===== config.mk =====
export PLATFORM = sky130hd
export DESIGN_NAME = fblc_ctrl
export DESIGN_NICKNAME = d
export VERILOG_FILES = /design/src/fblc_sync.v /design/src/fblc_wb_slave.v /design/src/fblc_ctrl.v
export VERILOG_INCLUDE_DIRS = /design/src
export SDC_FILE = /design/constraint.sdc
export NUM_CORES = 1
export LEC_CHECK = 0
export ABC_AREA = 1
export BUFFER_PORTS_ARGS = -buffer_cell sky130_fd_sc_hd__buf_2
export CAP_MARGIN = 20
export CORE_ASPECT_RATIO = 0.7
export CORE_MARGIN = 2
export CORE_UTILIZATION = 55
export DETAILED_ROUTE_END_ITERATION = 8
export PLACE_DENSITY = 0.83
export SYNTH_ARGS = -nofsm -noshare
export SYNTH_HDL_FRONTEND = slang
export SYNTH_SLANG_ARGS = --single-unit

===== constraint.sdc =====
create_clock -name clk_i -period 2 [get_ports clk_i]
set_input_delay 0.2 -clock clk_i [delete_from_list [all_inputs] [get_ports clk_i]]
set_output_delay 0.2 -clock clk_i [all_outputs]
set_load 0.03 [all_outputs]

===== src/fblc_defs.vh =====
/*
 * Constants of the flash block lock controller: command codes, status bit
 * positions, lock status offset and controller register map.
 * Assumes inclusion by the fblc_wb_slave and fblc_ctrl design files of the controller.
 */
`ifndef FBLC_DEFS_VH
`define FBLC_DEFS_VH

// --------------------------------------------------------------------------
// Flash command codes
// --------------------------------------------------------------------------
`define FBLC_CMD_CFG_SETUP 8'h60
`define FBLC_CMD_LOCK 8'h01
`define FBLC_CMD_UNLOCK 8'hd0
`define FBLC_CMD_LOCKDOWN 8'h2f
`define FBLC_CMD_READ_CFG 8'h90
`define FBLC_CMD_READ_STATUS 8'h70
`define FBLC_CMD_CLEAR_STATUS 8'h50
`define FBLC_CMD_READ_ARRAY 8'hff
`define FBLC_CMD_ERASE_SUSPEND 8'hb0
`define FBLC_CMD_ERASE_RESUME 8'hd0

// --------------------------------------------------------------------------
// Flash status and lock status bits
// --------------------------------------------------------------------------
`define FBLC_SR_READY 7
`define FBLC_SR_ERASE_SUSP 6
`define FBLC_SR_ERASE_FAIL 5
`define FBLC_SR_PROG_FAIL 4
`define FBLC_SR_PROG_SUSP 2
`define FBLC_SR_LOCK_VIOL 1
`define FBLC_LS_LOCK 0
`define FBLC_LS_LOCKDOWN 1
`define FBLC_LS_OFFSET 22'h000002

// --------------------------------------------------------------------------
// Controller register map (byte offsets)
// --------------------------------------------------------------------------
`define FBLC_REG_CTRL 4'h0
`define FBLC_REG_ADDR 4'h4
`define FBLC_REG_STATUS 4'h8
`define FBLC_REG_DATA 4'hc

// Control register fields.
`define FBLC_CTRL_OP_LSB 0
`define FBLC_CTRL_OP_MSB 2
`define FBLC_CTRL_START 3
`define FBLC_CTRL_WP 4
`define FBLC_CTRL_WP_RST 8'h00

// Operation codes.
`define FBLC_OP_LOCK 3'h0
`define FBLC_OP_UNLOCK 3'h1
`define FBLC_OP_LOCKDOWN 3'h2
`define FBLC_OP_READ_LOCK 3'h3
`define FBLC_OP_READ_STATUS 3'h4
`define FBLC_OP_SUSPEND 3'h5
`define FBLC_OP_RESUME 3'h6
`define FBLC_OP_CLEAR_STATUS 3'h7

// Status register fields.
`define FBLC_ST_BUSY 0
`define FBLC_ST_LOCK 1
`define FBLC_ST_LOCKDOWN 2
`define FBLC_ST_LOCK_VIOL 3
`define FBLC_ST_CMD_ERR 4
`define FBLC_ST_PROG_SUSP 5
`define FBLC_ST_REFUSED 6

// --------------------------------------------------------------------------
// Bus timing
// --------------------------------------------------------------------------
`define FBLC_T_WE_NS 60
`define FBLC_T_RD_NS 80
`define FBLC_CLK_NS 20
`define FBLC_T_WE_CYC ((`FBLC_T_WE_NS + `FBLC_CLK_NS - 1) / `FBLC_CLK_NS)
`define FBLC_T_RD_CYC ((`FBLC_T_RD_NS + `FBLC_CLK_NS - 1) / `FBLC_CLK_NS)
`define FBLC_WP_HOLD_CYC 3

`endif


===== src/fblc_sync.v =====
/*
 * Two flip-flop synchroniser for a vector of pin inputs.
 * Assumes one clock; inputs come from outside that clock's domain.
 */
`timescale 1ns/1ps
module fblc_sync #(
	parameter WIDTH = 16
) (
	// Clock and reset
	input wire clk_i,
	input wire rst_i,
	// Data
	input wire [WIDTH-1:0] async_i,
	output reg [WIDTH-1:0] sync_o
);
	reg [WIDTH-1:0] meta_reg;

	always @(posedge clk_i) begin
		if (rst_i) begin
			meta_reg <= {WIDTH{1'b0}};
			sync_o <= {WIDTH{1'b0}};
		end else begin
			meta_reg <= async_i;
			sync_o <= meta_reg;
		end
	end
endmodule // fblc_sync


===== src/fblc_wb_slave.v =====
/*
 * Classic Wishbone slave holding the controller's control and address
 * registers, and showing status and read data.
 * Assumes a single-cycle classic master; ack follows one cycle after stb.
 */
`timescale 1ns/1ps
`include "fblc_defs.vh"
module fblc_wb_slave #(
	parameter AW = 22
) (
	// Clock and reset
	input wire clk_i,
	input wire rst_i,
	// Wishbone
	input wire wb_cyc_i,
	input wire wb_stb_i,
	input wire wb_we_i,
	input wire [3:0] wb_adr_i,
	input wire [3:0] wb_sel_i,
	input wire [31:0] wb_dat_i,
	output reg [31:0] wb_dat_o,
	output reg wb_ack_o,
	// Controller side
	output reg [2:0] op_o,
	output reg start_o,
	output reg wp_o,
	output reg [AW-1:0] addr_o,
	input wire [7:0] status_i,
	input wire [15:0] rdata_i
);
	wire hit = wb_cyc_i & wb_stb_i & ~wb_ack_o;

	always @(posedge clk_i) begin
		if (rst_i) begin
			wb_ack_o <= 1'b0;
			wb_dat_o <= 32'h0;
			op_o <= 3'h0;
			start_o <= 1'b0;
			wp_o <= 1'b0;
			addr_o <= {AW{1'b0}};
		end else begin
			wb_ack_o <= hit;
			start_o <= 1'b0;
			if (hit) begin
				wb_dat_o <= 32'h0;
				case (wb_adr_i)
				`FBLC_REG_CTRL: begin
					wb_dat_o <= {27'h0, wp_o, 1'b0, op_o};
					if (wb_we_i && wb_sel_i[0]) begin
						op_o <= wb_dat_i[`FBLC_CTRL_OP_MSB:`FBLC_CTRL_OP_LSB];
						start_o <= wb_dat_i[`FBLC_CTRL_START];
						wp_o <= wb_dat_i[`FBLC_CTRL_WP];
					end
				end
				`FBLC_REG_ADDR: begin
					wb_dat_o <= {{(32-AW){1'b0}}, addr_o};
					if (wb_we_i)
						addr_o <= wb_dat_i[AW-1:0];
				end
				`FBLC_REG_STATUS: wb_dat_o <= {24'h0, status_i};
				`FBLC_REG_DATA: wb_dat_o <= {16'h0, rdata_i};
				default: wb_dat_o <= 32'h0;
				endcase
			end
		end
	end
endmodule // fblc_wb_slave


===== src/fblc_ctrl.v =====
/*
 * Flash block lock controller: drives the lock, unlock and lock-down
 * command sequences, reads lock status and status register, handles erase
 * suspend and resume, and drives the write-protect pin.
 * Assumes an asynchronous flash bus with active-low strobes; the flash
 * data inputs are synchronised before use.
 */
//
// Summary of operation
// Flash blocks start locked after reset.
// Program on locked block sets violation flag.
// Lock is 60h then 01h.
// Unlock is 60h then D0h.
// Lock-down is 60h then 2Fh.
// Locked-down block refuses changes while protect low.
// Protect high lets locked-down blocks unlock.
// Protect falling restores lock-down state.
// Reset clears lock-down and sets lock.
// After 90h, base plus 2 reads lock bits.
// Only reset clears the lock-down bit.
// Lock commands take effect at once.
// Suspend erase with B0h, poll, then resume D0h.
// Locking a suspended erase block still completes.
// No lock commands during program suspend.
// Bad second code sets both fail flags.
// Command error flags survive erase resume.
// Protection register has two 64-bit halves.
// Keep write-protect low by default.
// Hold protect three cycles during unlock.
// Second cycle addresses the target block.
`timescale 1ns/1ps
`include "fblc_defs.vh"
module fblc_ctrl #(
	parameter AW = 22,
	parameter DW = 16
) (
	// Clock and reset
	input wire clk_i,
	input wire rst_i,
	// Wishbone
	input wire wb_cyc_i,
	input wire wb_stb_i,
	input wire wb_we_i,
	input wire [3:0] wb_adr_i,
	input wire [3:0] wb_sel_i,
	input wire [31:0] wb_dat_i,
	output wire [31:0] wb_dat_o,
	output wire wb_ack_o,
	// Flash bus
	output reg [AW-1:0] fl_addr_o,
	output reg [DW-1:0] fl_dq_o,
	output reg fl_dq_oe_o,
	input wire [DW-1:0] fl_dq_i,
	output reg fl_ce_n_o,
	output reg fl_oe_n_o,
	output reg fl_we_n_o,
	output reg fl_wp_n_o,
	output reg fl_rst_n_o
);
	// ----------------------------------------------------------------------
	// States
	// ----------------------------------------------------------------------
	localparam [5:0] S_IDLE = 6'h01;
	localparam [5:0] S_WR1 = 6'h02;
	localparam [5:0] S_GAP = 6'h04;
	localparam [5:0] S_WR2 = 6'h08;
	localparam [5:0] S_RD = 6'h10;
	localparam [5:0] S_HOLD = 6'h20;

	// ----------------------------------------------------------------------
	// Timing counts
	// ----------------------------------------------------------------------
	localparam integer WE_CYC_N = `FBLC_T_WE_CYC;
	localparam integer RD_CYC_N = `FBLC_T_RD_CYC;
	localparam integer WP_CYC_N = `FBLC_WP_HOLD_CYC;
	localparam [3:0] WE_CYC = WE_CYC_N[3:0];
	localparam [3:0] RD_CYC = RD_CYC_N[3:0];
	localparam [3:0] WP_CYC = WP_CYC_N[3:0];

	// ----------------------------------------------------------------------
	// Register slave and pin synchroniser
	// ----------------------------------------------------------------------
	wire [2:0] op;
	wire start;
	wire wp_req;
	wire [AW-1:0] addr;
	wire [DW-1:0] dq_sync;
	reg [7:0] status_reg;
	reg [DW-1:0] rdata_reg;

	fblc_wb_slave #(.AW(AW)) u_slave (
		.clk_i(clk_i),
		.rst_i(rst_i),
		.wb_cyc_i(wb_cyc_i),
		.wb_stb_i(wb_stb_i),
		.wb_we_i(wb_we_i),
		.wb_adr_i(wb_adr_i),
		.wb_sel_i(wb_sel_i),
		.wb_dat_i(wb_dat_i),
		.wb_dat_o(wb_dat_o),
		.wb_ack_o(wb_ack_o),
		.op_o(op),
		.start_o(start),
		.wp_o(wp_req),
		.addr_o(addr),
		.status_i(status_reg),
		.rdata_i(rdata_reg)
	);

	fblc_sync #(.WIDTH(DW)) u_sync (
		.clk_i(clk_i),
		.rst_i(rst_i),
		.async_i(fl_dq_i),
		.sync_o(dq_sync)
	);

	// ----------------------------------------------------------------------
	// Sequencing
	// ----------------------------------------------------------------------
	function is_lock_op;
		input [2:0] o;
		begin
			is_lock_op = (o == `FBLC_OP_LOCK) || (o == `FBLC_OP_UNLOCK) || (o == `FBLC_OP_LOCKDOWN);
		end
	endfunction

	function [7:0] second_code;
		input [2:0] o;
		begin
			case (o)
			`FBLC_OP_LOCK: second_code = `FBLC_CMD_LOCK;
			`FBLC_OP_UNLOCK: second_code = `FBLC_CMD_UNLOCK;
			`FBLC_OP_LOCKDOWN: second_code = `FBLC_CMD_LOCKDOWN;
			default: second_code = 8'h00;
			endcase
		end
	endfunction

	function [7:0] first_code;
		input [2:0] o;
		begin
			case (o)
			`FBLC_OP_READ_LOCK: first_code = `FBLC_CMD_READ_CFG;
			`FBLC_OP_READ_STATUS: first_code = `FBLC_CMD_READ_STATUS;
			`FBLC_OP_SUSPEND: first_code = `FBLC_CMD_ERASE_SUSPEND;
			`FBLC_OP_RESUME: first_code = `FBLC_CMD_ERASE_RESUME;
			`FBLC_OP_CLEAR_STATUS: first_code = `FBLC_CMD_CLEAR_STATUS;
			default: first_code = `FBLC_CMD_CFG_SETUP;
			endcase
		end
	endfunction

	// ----------------------------------------------------------------------
	// Sequencer state
	// ----------------------------------------------------------------------
	reg [5:0] state_reg;
	reg [2:0] op_reg;
	reg [3:0] cnt_reg;
	reg prog_susp_reg;
	reg wp_hold_reg;

	wire refuse = is_lock_op(op) && prog_susp_reg;
	wire has_read = (op_reg == `FBLC_OP_READ_LOCK) || (op_reg == `FBLC_OP_READ_STATUS);
	wire busy = (state_reg != S_IDLE);
	wire rd_done = (state_reg == S_RD) && (cnt_reg <= 4'h1);

	// ----------------------------------------------------------------------
	// Pins driven outside the command sequence
	// ----------------------------------------------------------------------
	always @(posedge clk_i) begin
		if (rst_i) begin
			fl_wp_n_o <= 1'b0;
			fl_rst_n_o <= 1'b0;
		end else begin
			fl_rst_n_o <= 1'b1;
			if (!wp_hold_reg)
				fl_wp_n_o <= wp_req;
		end
	end

	// ----------------------------------------------------------------------
	// Read data capture
	// ----------------------------------------------------------------------
	always @(posedge clk_i) begin
		if (rst_i)
			rdata_reg <= {DW{1'b0}};
		else if (rd_done)
			rdata_reg <= dq_sync;
	end

	// ----------------------------------------------------------------------
	// Command state machine
	// ----------------------------------------------------------------------

	always @(posedge clk_i) begin
		if (rst_i) begin
			state_reg <= S_IDLE;
			op_reg <= 3'h0;
			cnt_reg <= 4'h0;
			fl_addr_o <= {AW{1'b0}};
			fl_dq_o <= {DW{1'b0}};
			fl_dq_oe_o <= 1'b0;
			fl_ce_n_o <= 1'b1;
			fl_oe_n_o <= 1'b1;
			fl_we_n_o <= 1'b1;
			wp_hold_reg <= 1'b0;
			status_reg <= 8'h00;
			prog_susp_reg <= 1'b0;
		end else begin
			case (state_reg)
			S_IDLE: begin
				if (start && refuse) begin
					status_reg[`FBLC_ST_REFUSED] <= 1'b1;
				end else if (start) begin
					status_reg[`FBLC_ST_REFUSED] <= 1'b0;
					op_reg <= op;
					fl_addr_o <= addr;
					fl_dq_o <= {{(DW-8){1'b0}}, first_code(op)};
					fl_dq_oe_o <= 1'b1;
					fl_ce_n_o <= 1'b0;
					fl_we_n_o <= 1'b0;
					wp_hold_reg <= (op == `FBLC_OP_UNLOCK);
					cnt_reg <= WE_CYC;
					state_reg <= S_WR1;
				end
			end
			S_WR1: begin
				if (cnt_reg > 4'h1) begin
					cnt_reg <= cnt_reg - 4'h1;
				end else begin
					fl_we_n_o <= 1'b1;
					fl_ce_n_o <= 1'b1;
					cnt_reg <= 4'h1;
					state_reg <= S_GAP;
				end
			end
			S_GAP: begin
				fl_ce_n_o <= 1'b0;
				if (is_lock_op(op_reg)) begin
					fl_dq_o <= {{(DW-8){1'b0}}, second_code(op_reg)};
					fl_we_n_o <= 1'b0;
					cnt_reg <= WE_CYC;
					state_reg <= S_WR2;
				end else if (has_read) begin
					fl_dq_oe_o <= 1'b0;
					fl_oe_n_o <= 1'b0;
					if (op_reg == `FBLC_OP_READ_LOCK)
						fl_addr_o <= addr + `FBLC_LS_OFFSET;
					cnt_reg <= RD_CYC + 4'h2;
					state_reg <= S_RD;
				end else begin
					fl_ce_n_o <= 1'b1;
					fl_dq_oe_o <= 1'b0;
					if (op_reg == `FBLC_OP_CLEAR_STATUS)
						status_reg[`FBLC_ST_CMD_ERR:`FBLC_ST_LOCK_VIOL] <= 2'b00;
					state_reg <= S_IDLE;
				end
			end
			S_WR2: begin
				if (cnt_reg > 4'h1) begin
					cnt_reg <= cnt_reg - 4'h1;
				end else begin
					fl_we_n_o <= 1'b1;
					fl_ce_n_o <= 1'b1;
					fl_dq_oe_o <= 1'b0;
					cnt_reg <= WP_CYC;
					state_reg <= S_HOLD;
				end
			end
			S_HOLD: begin
				if (cnt_reg > 4'h1) begin
					cnt_reg <= cnt_reg - 4'h1;
				end else begin
					wp_hold_reg <= 1'b0;
					state_reg <= S_IDLE;
				end
			end
			S_RD: begin
				if (cnt_reg > 4'h1) begin
					cnt_reg <= cnt_reg - 4'h1;
				end else begin
					fl_oe_n_o <= 1'b1;
					fl_ce_n_o <= 1'b1;
					if (op_reg == `FBLC_OP_READ_LOCK) begin
						status_reg[`FBLC_ST_LOCK] <= dq_sync[`FBLC_LS_LOCK];
						status_reg[`FBLC_ST_LOCKDOWN] <= dq_sync[`FBLC_LS_LOCKDOWN];
					end else begin
						prog_susp_reg <= dq_sync[`FBLC_SR_PROG_SUSP];
						status_reg[`FBLC_ST_PROG_SUSP] <= dq_sync[`FBLC_SR_PROG_SUSP];
						status_reg[`FBLC_ST_LOCK_VIOL] <= status_reg[`FBLC_ST_LOCK_VIOL] |
							dq_sync[`FBLC_SR_LOCK_VIOL];
						status_reg[`FBLC_ST_CMD_ERR] <= status_reg[`FBLC_ST_CMD_ERR] |
							(dq_sync[`FBLC_SR_PROG_FAIL] & dq_sync[`FBLC_SR_ERASE_FAIL]);
					end
					state_reg <= S_IDLE;
				end
			end
			default: state_reg <= S_IDLE;
			endcase
			status_reg[`FBLC_ST_BUSY] <= busy;
		end
	end
endmodule // fblc_ctrl


==> results by group <==
Outcome
  • Status: complete, no violations

Placed design
  • GP Congestion: ~0.88
  • Port bufs: between 100 and 150
  • HPWL after detailed placement: around 11 mm

Logic synthesis
  • Synth Register Bits: ~150
  • Syn Inst Count: between 900 and 1k
  • Register area share after synthesis: 0.4598
  • YS warnings: 0
  • Post-synthesis cell type count: 38
  • Xor and xnor area share after synthesis: 0.01315
  • Post-synthesis mux area share: 0
  • Main combinational cell family by area after synthesis: simple AND/OR/NAND/NOR gates
  • Adder-Cell Fraction of Synth Area: 0.005635
  • Synth Area in Compound Gates: 0.1566
  • Synthesized cell area: between 6000 and 7000 um^2
  • Post-synthesis simple-gate area fraction: 0.2476
  • Mapped Avg Cell Area: 7.241 um^2

Timing
  • # setup viols final: 0
  • Clock Skew: about 0.0074 ns
  • Max-slew violation count: 0
  • RSZ-0062 raised after global routing: false
  • Setup_tns: 0 ns
  • Hold Violations, Final: 0
  • Tightest Pin Transition: between 0.7 and 0.8 ns
  • Max Clk Rate: 553.9 MHz
  • Final worst path period need: between 1.5 and 2 ns
  • Period utilization: 0.9027
  • Max-slew headroom: 0.5038

GRT
  • Routing usage on met2: 0.3876
  • First-pass GRT wire length: roughly 27 mm
  • Total GRT Usage: 0.2656
  • Largest net degree at the start of global routing: 73
  • Met1 Resource Use GR: 0.3797
  • Total gr overflow: 0
  • Initial antenna violation count: 1
  • Met3 usage: 0.06319
  • Gr busiest metal: met2
  • Vias in the first global route: ~5.6k

Clock network
  • Root Buffer: clkbuf_16
  • Clock Latency Late Sink: roughly 0.43 ns
  • CTS sink count: between 150 and 200
  • CTS HTree Levels: 4
  • CTS Buf Count: 17
  • Setup bufs post-CTS: 0
  • Maximum clock path buffer count: 2
  • CTS tree: built
  • Clock slew seen by the registers of the worst setup and hold paths: around 0.060 ns

Critical path
  • Crit end category: flop
  • Worst EP arrival: between 2 and 2.5 ns
  • CP max-delay cell: dfxtp_1
  • CP Launch Type: flop
  • Crit path max fanout: 35
  • Buf/Inv on CP: 3
  • Worst path cell trace: inv_1 > nand3_1 > nand2_1 > nand2_4 > nand3_4 > inv_4 > nand3_1 > nand2_1 > inv_1
  • CP top delay family: simple AND/OR/NAND/NOR gates
  • Critical Path Max Stage Delay: 0.41 ns
  • Critical Path RT: 2.33 ns
  • Category of the most critical setup path: reg -> reg

Cells and area
  • Register area: 3063 um^2
  • Nets: 1106
  • Commonest non-fill, non-tap cell in the layout: nand2_1
  • Syn-to-layout area delta: 20.57%
  • Commonest non-fill, non-tap cells in the layout: 185 x nand2_1, 153 x dfxtp_1, 117 x inv_1
  • Filler Cells Inserted: 938
  • Largest registers: fl_addr_o: 22 flops, u_slave.addr_o: 22 flops, u_slave.wb_dat_o: 22 flops
  • Multi-input gate area: 2900 um^2
  • Share of layout cells above drive strength 1: 0.1801

Detailed routing
  • Initial DRC count: about 530
  • Residual DRC: 0
  • Post-DRT Antenna Nets: 0
  • Pre-antenna DRT Iters: 5
  • Vias per cell: approximately 5.2
  • Total wire length: around 17 mm
  • Via count: 6275
  • WL/cell: about 14 um

Worst hold path
  • Worst min path class: in -> reg

Floorplanning
  • Initial Util: 0.5661
  • Die width: 135.5 um
  • Num rows: 33
  • Die area: approximately 13000 um^2
  • Core area: 11770 um^2
  • Die height: a little under 100 um
  • Ports: 138

Job
  • Max Cap Viol: 0

Power
  • Peak supply drop: 0.6955 mV
  • Power Total: ~6.5 mW
  • PwrDens: approximately 810 nW/um^2
  • Leak: roughly 3.6 nW
path summary, 6_finish.rpt:
kind / startpoint / endpoint / slack, ns / cells past startpoint
worst max register to register: u_slave.op_o[2] / fl_addr_o[18] / 0.19 / 9
worst min register to register: u_sync.meta_reg[2] / u_sync.sync_o[2] / 0.40 / 2
worst max-delay path: u_slave.op_o[2] / fl_addr_o[18] / 0.19 / 9
worst min-delay path: wb_dat_i[3] / u_slave.start_o / 0.04 / 3
metal layers:
metal | part of all wire | wire length [um]
met1 | 0.47 | 7892
met2 | 0.41 | 6942
met3 | 0.091 | 1526
met4 | 0.023 | 378
met5 | 0 | 0
kinds of logic after synthesis:
group | count (synthesis)
simple gates | 381
other cells | 1
buf+inv | 176
xor+xnor | 10
flops | 153
compound gates | 196
fa+ha+maj | 3
where the power goes:
part	total (mW)	switching, mW	internal (mW)
clock	3.04	1.41	1.64
combinational	0.322	0.215	0.108
sequential	3.11	0.0176	3.09
synth_stat cells:
library cell / number / area [um^2]
nand2_2: 6 / 37.54
buf_1: 1 / 3.750
inv_4: 1 / 6.260
xor2_1: 9 / 78.83
nand4_1: 11 / 68.82
nor2_4: 6 / 67.56
o211ai_1: 9 / 67.56
nand2_4: 1 / 11.26
or2_2: 2 / 12.51
o21ai_2: 1 / 8.760
inv_1: 117 / 439.2
nor2_1: 109 / 409.1
clkbuf_1: 24 / 90.09
o221ai_1: 2 / 17.52
or2_0: 1 / 6.260
nand3_1: 39 / 195.2
nand3_4: 1 / 17.52
a21oi_1: 92 / 460.4
a21oi_2: 2 / 17.52
nor3_1: 9 / 45.04
nand2_1: 185 / 694.4
dfxtp_1: 153 / 3063
xnor2_1: 1 / 8.760
o21a_1: 4 / 30.03
clkinv_1: 2 / 7.510
conb_1: 1 / 3.750
buf_4: 21 / 157.7
nor3_2: 2 / 20.02
nand3_2: 2 / 20.02
nor2_2: 6 / 37.54
buf_2: 4 / 20.02
inv_2: 2 / 7.510
o21ai_1: 14 / 70.07
ha_1: 3 / 37.54
nor4_1: 1 / 6.260
o22ai_1: 9 / 56.30
o21ai_0: 63 / 315.3
buf_6: 4 / 45.04
cell type report:
type,count,area share
repair buffers,140,0.1059
clock inverters,15,0.01651
multi-input cells,608,0.3611
diodes,1,0.0003116
flip-flops and latches,153,0.3814
clock buffers,17,0.05297
well taps,157,0.02446
inverters,122,0.05733
worst register-to-register path, delay by kind of cell (launching register included):
kind / cells / cell delay [ns]
DFF: 1 / 0.41
buffers and inverters: 3 / 0.46
and+or+nand+nor: 6 / 0.86
through the flow:
stage / setup slack [ns] / utilization / std cells / hold WS, ns / instance area [um^2]
global route: 0.001152 / 0.6823 / 1212 / 0.04103 / 8029
finish: 0.1945 / 0.6825 / 1213 / 0.03671 / 8031
global placement: 0.1986 / 0.6200 / 1164 / 0.3907 / 7296
floorplan: 0.3660 / - / 937 / 0.3070 / 6725
detailed placement: 0.1640 / 0.6200 / 1164 / 0.3949 / 7296
CTS: 0.1391 / 0.6810 / 1212 / 0.03308 / 8014
what timing repair did:
item,in CTS,in global routing
hold buffers,16,0
resized for setup,0,3
hold endpoints to repair,16,0
endpoints found under the setup margin,0,6
Note: power is estimated with default switching activity, not from simulation.
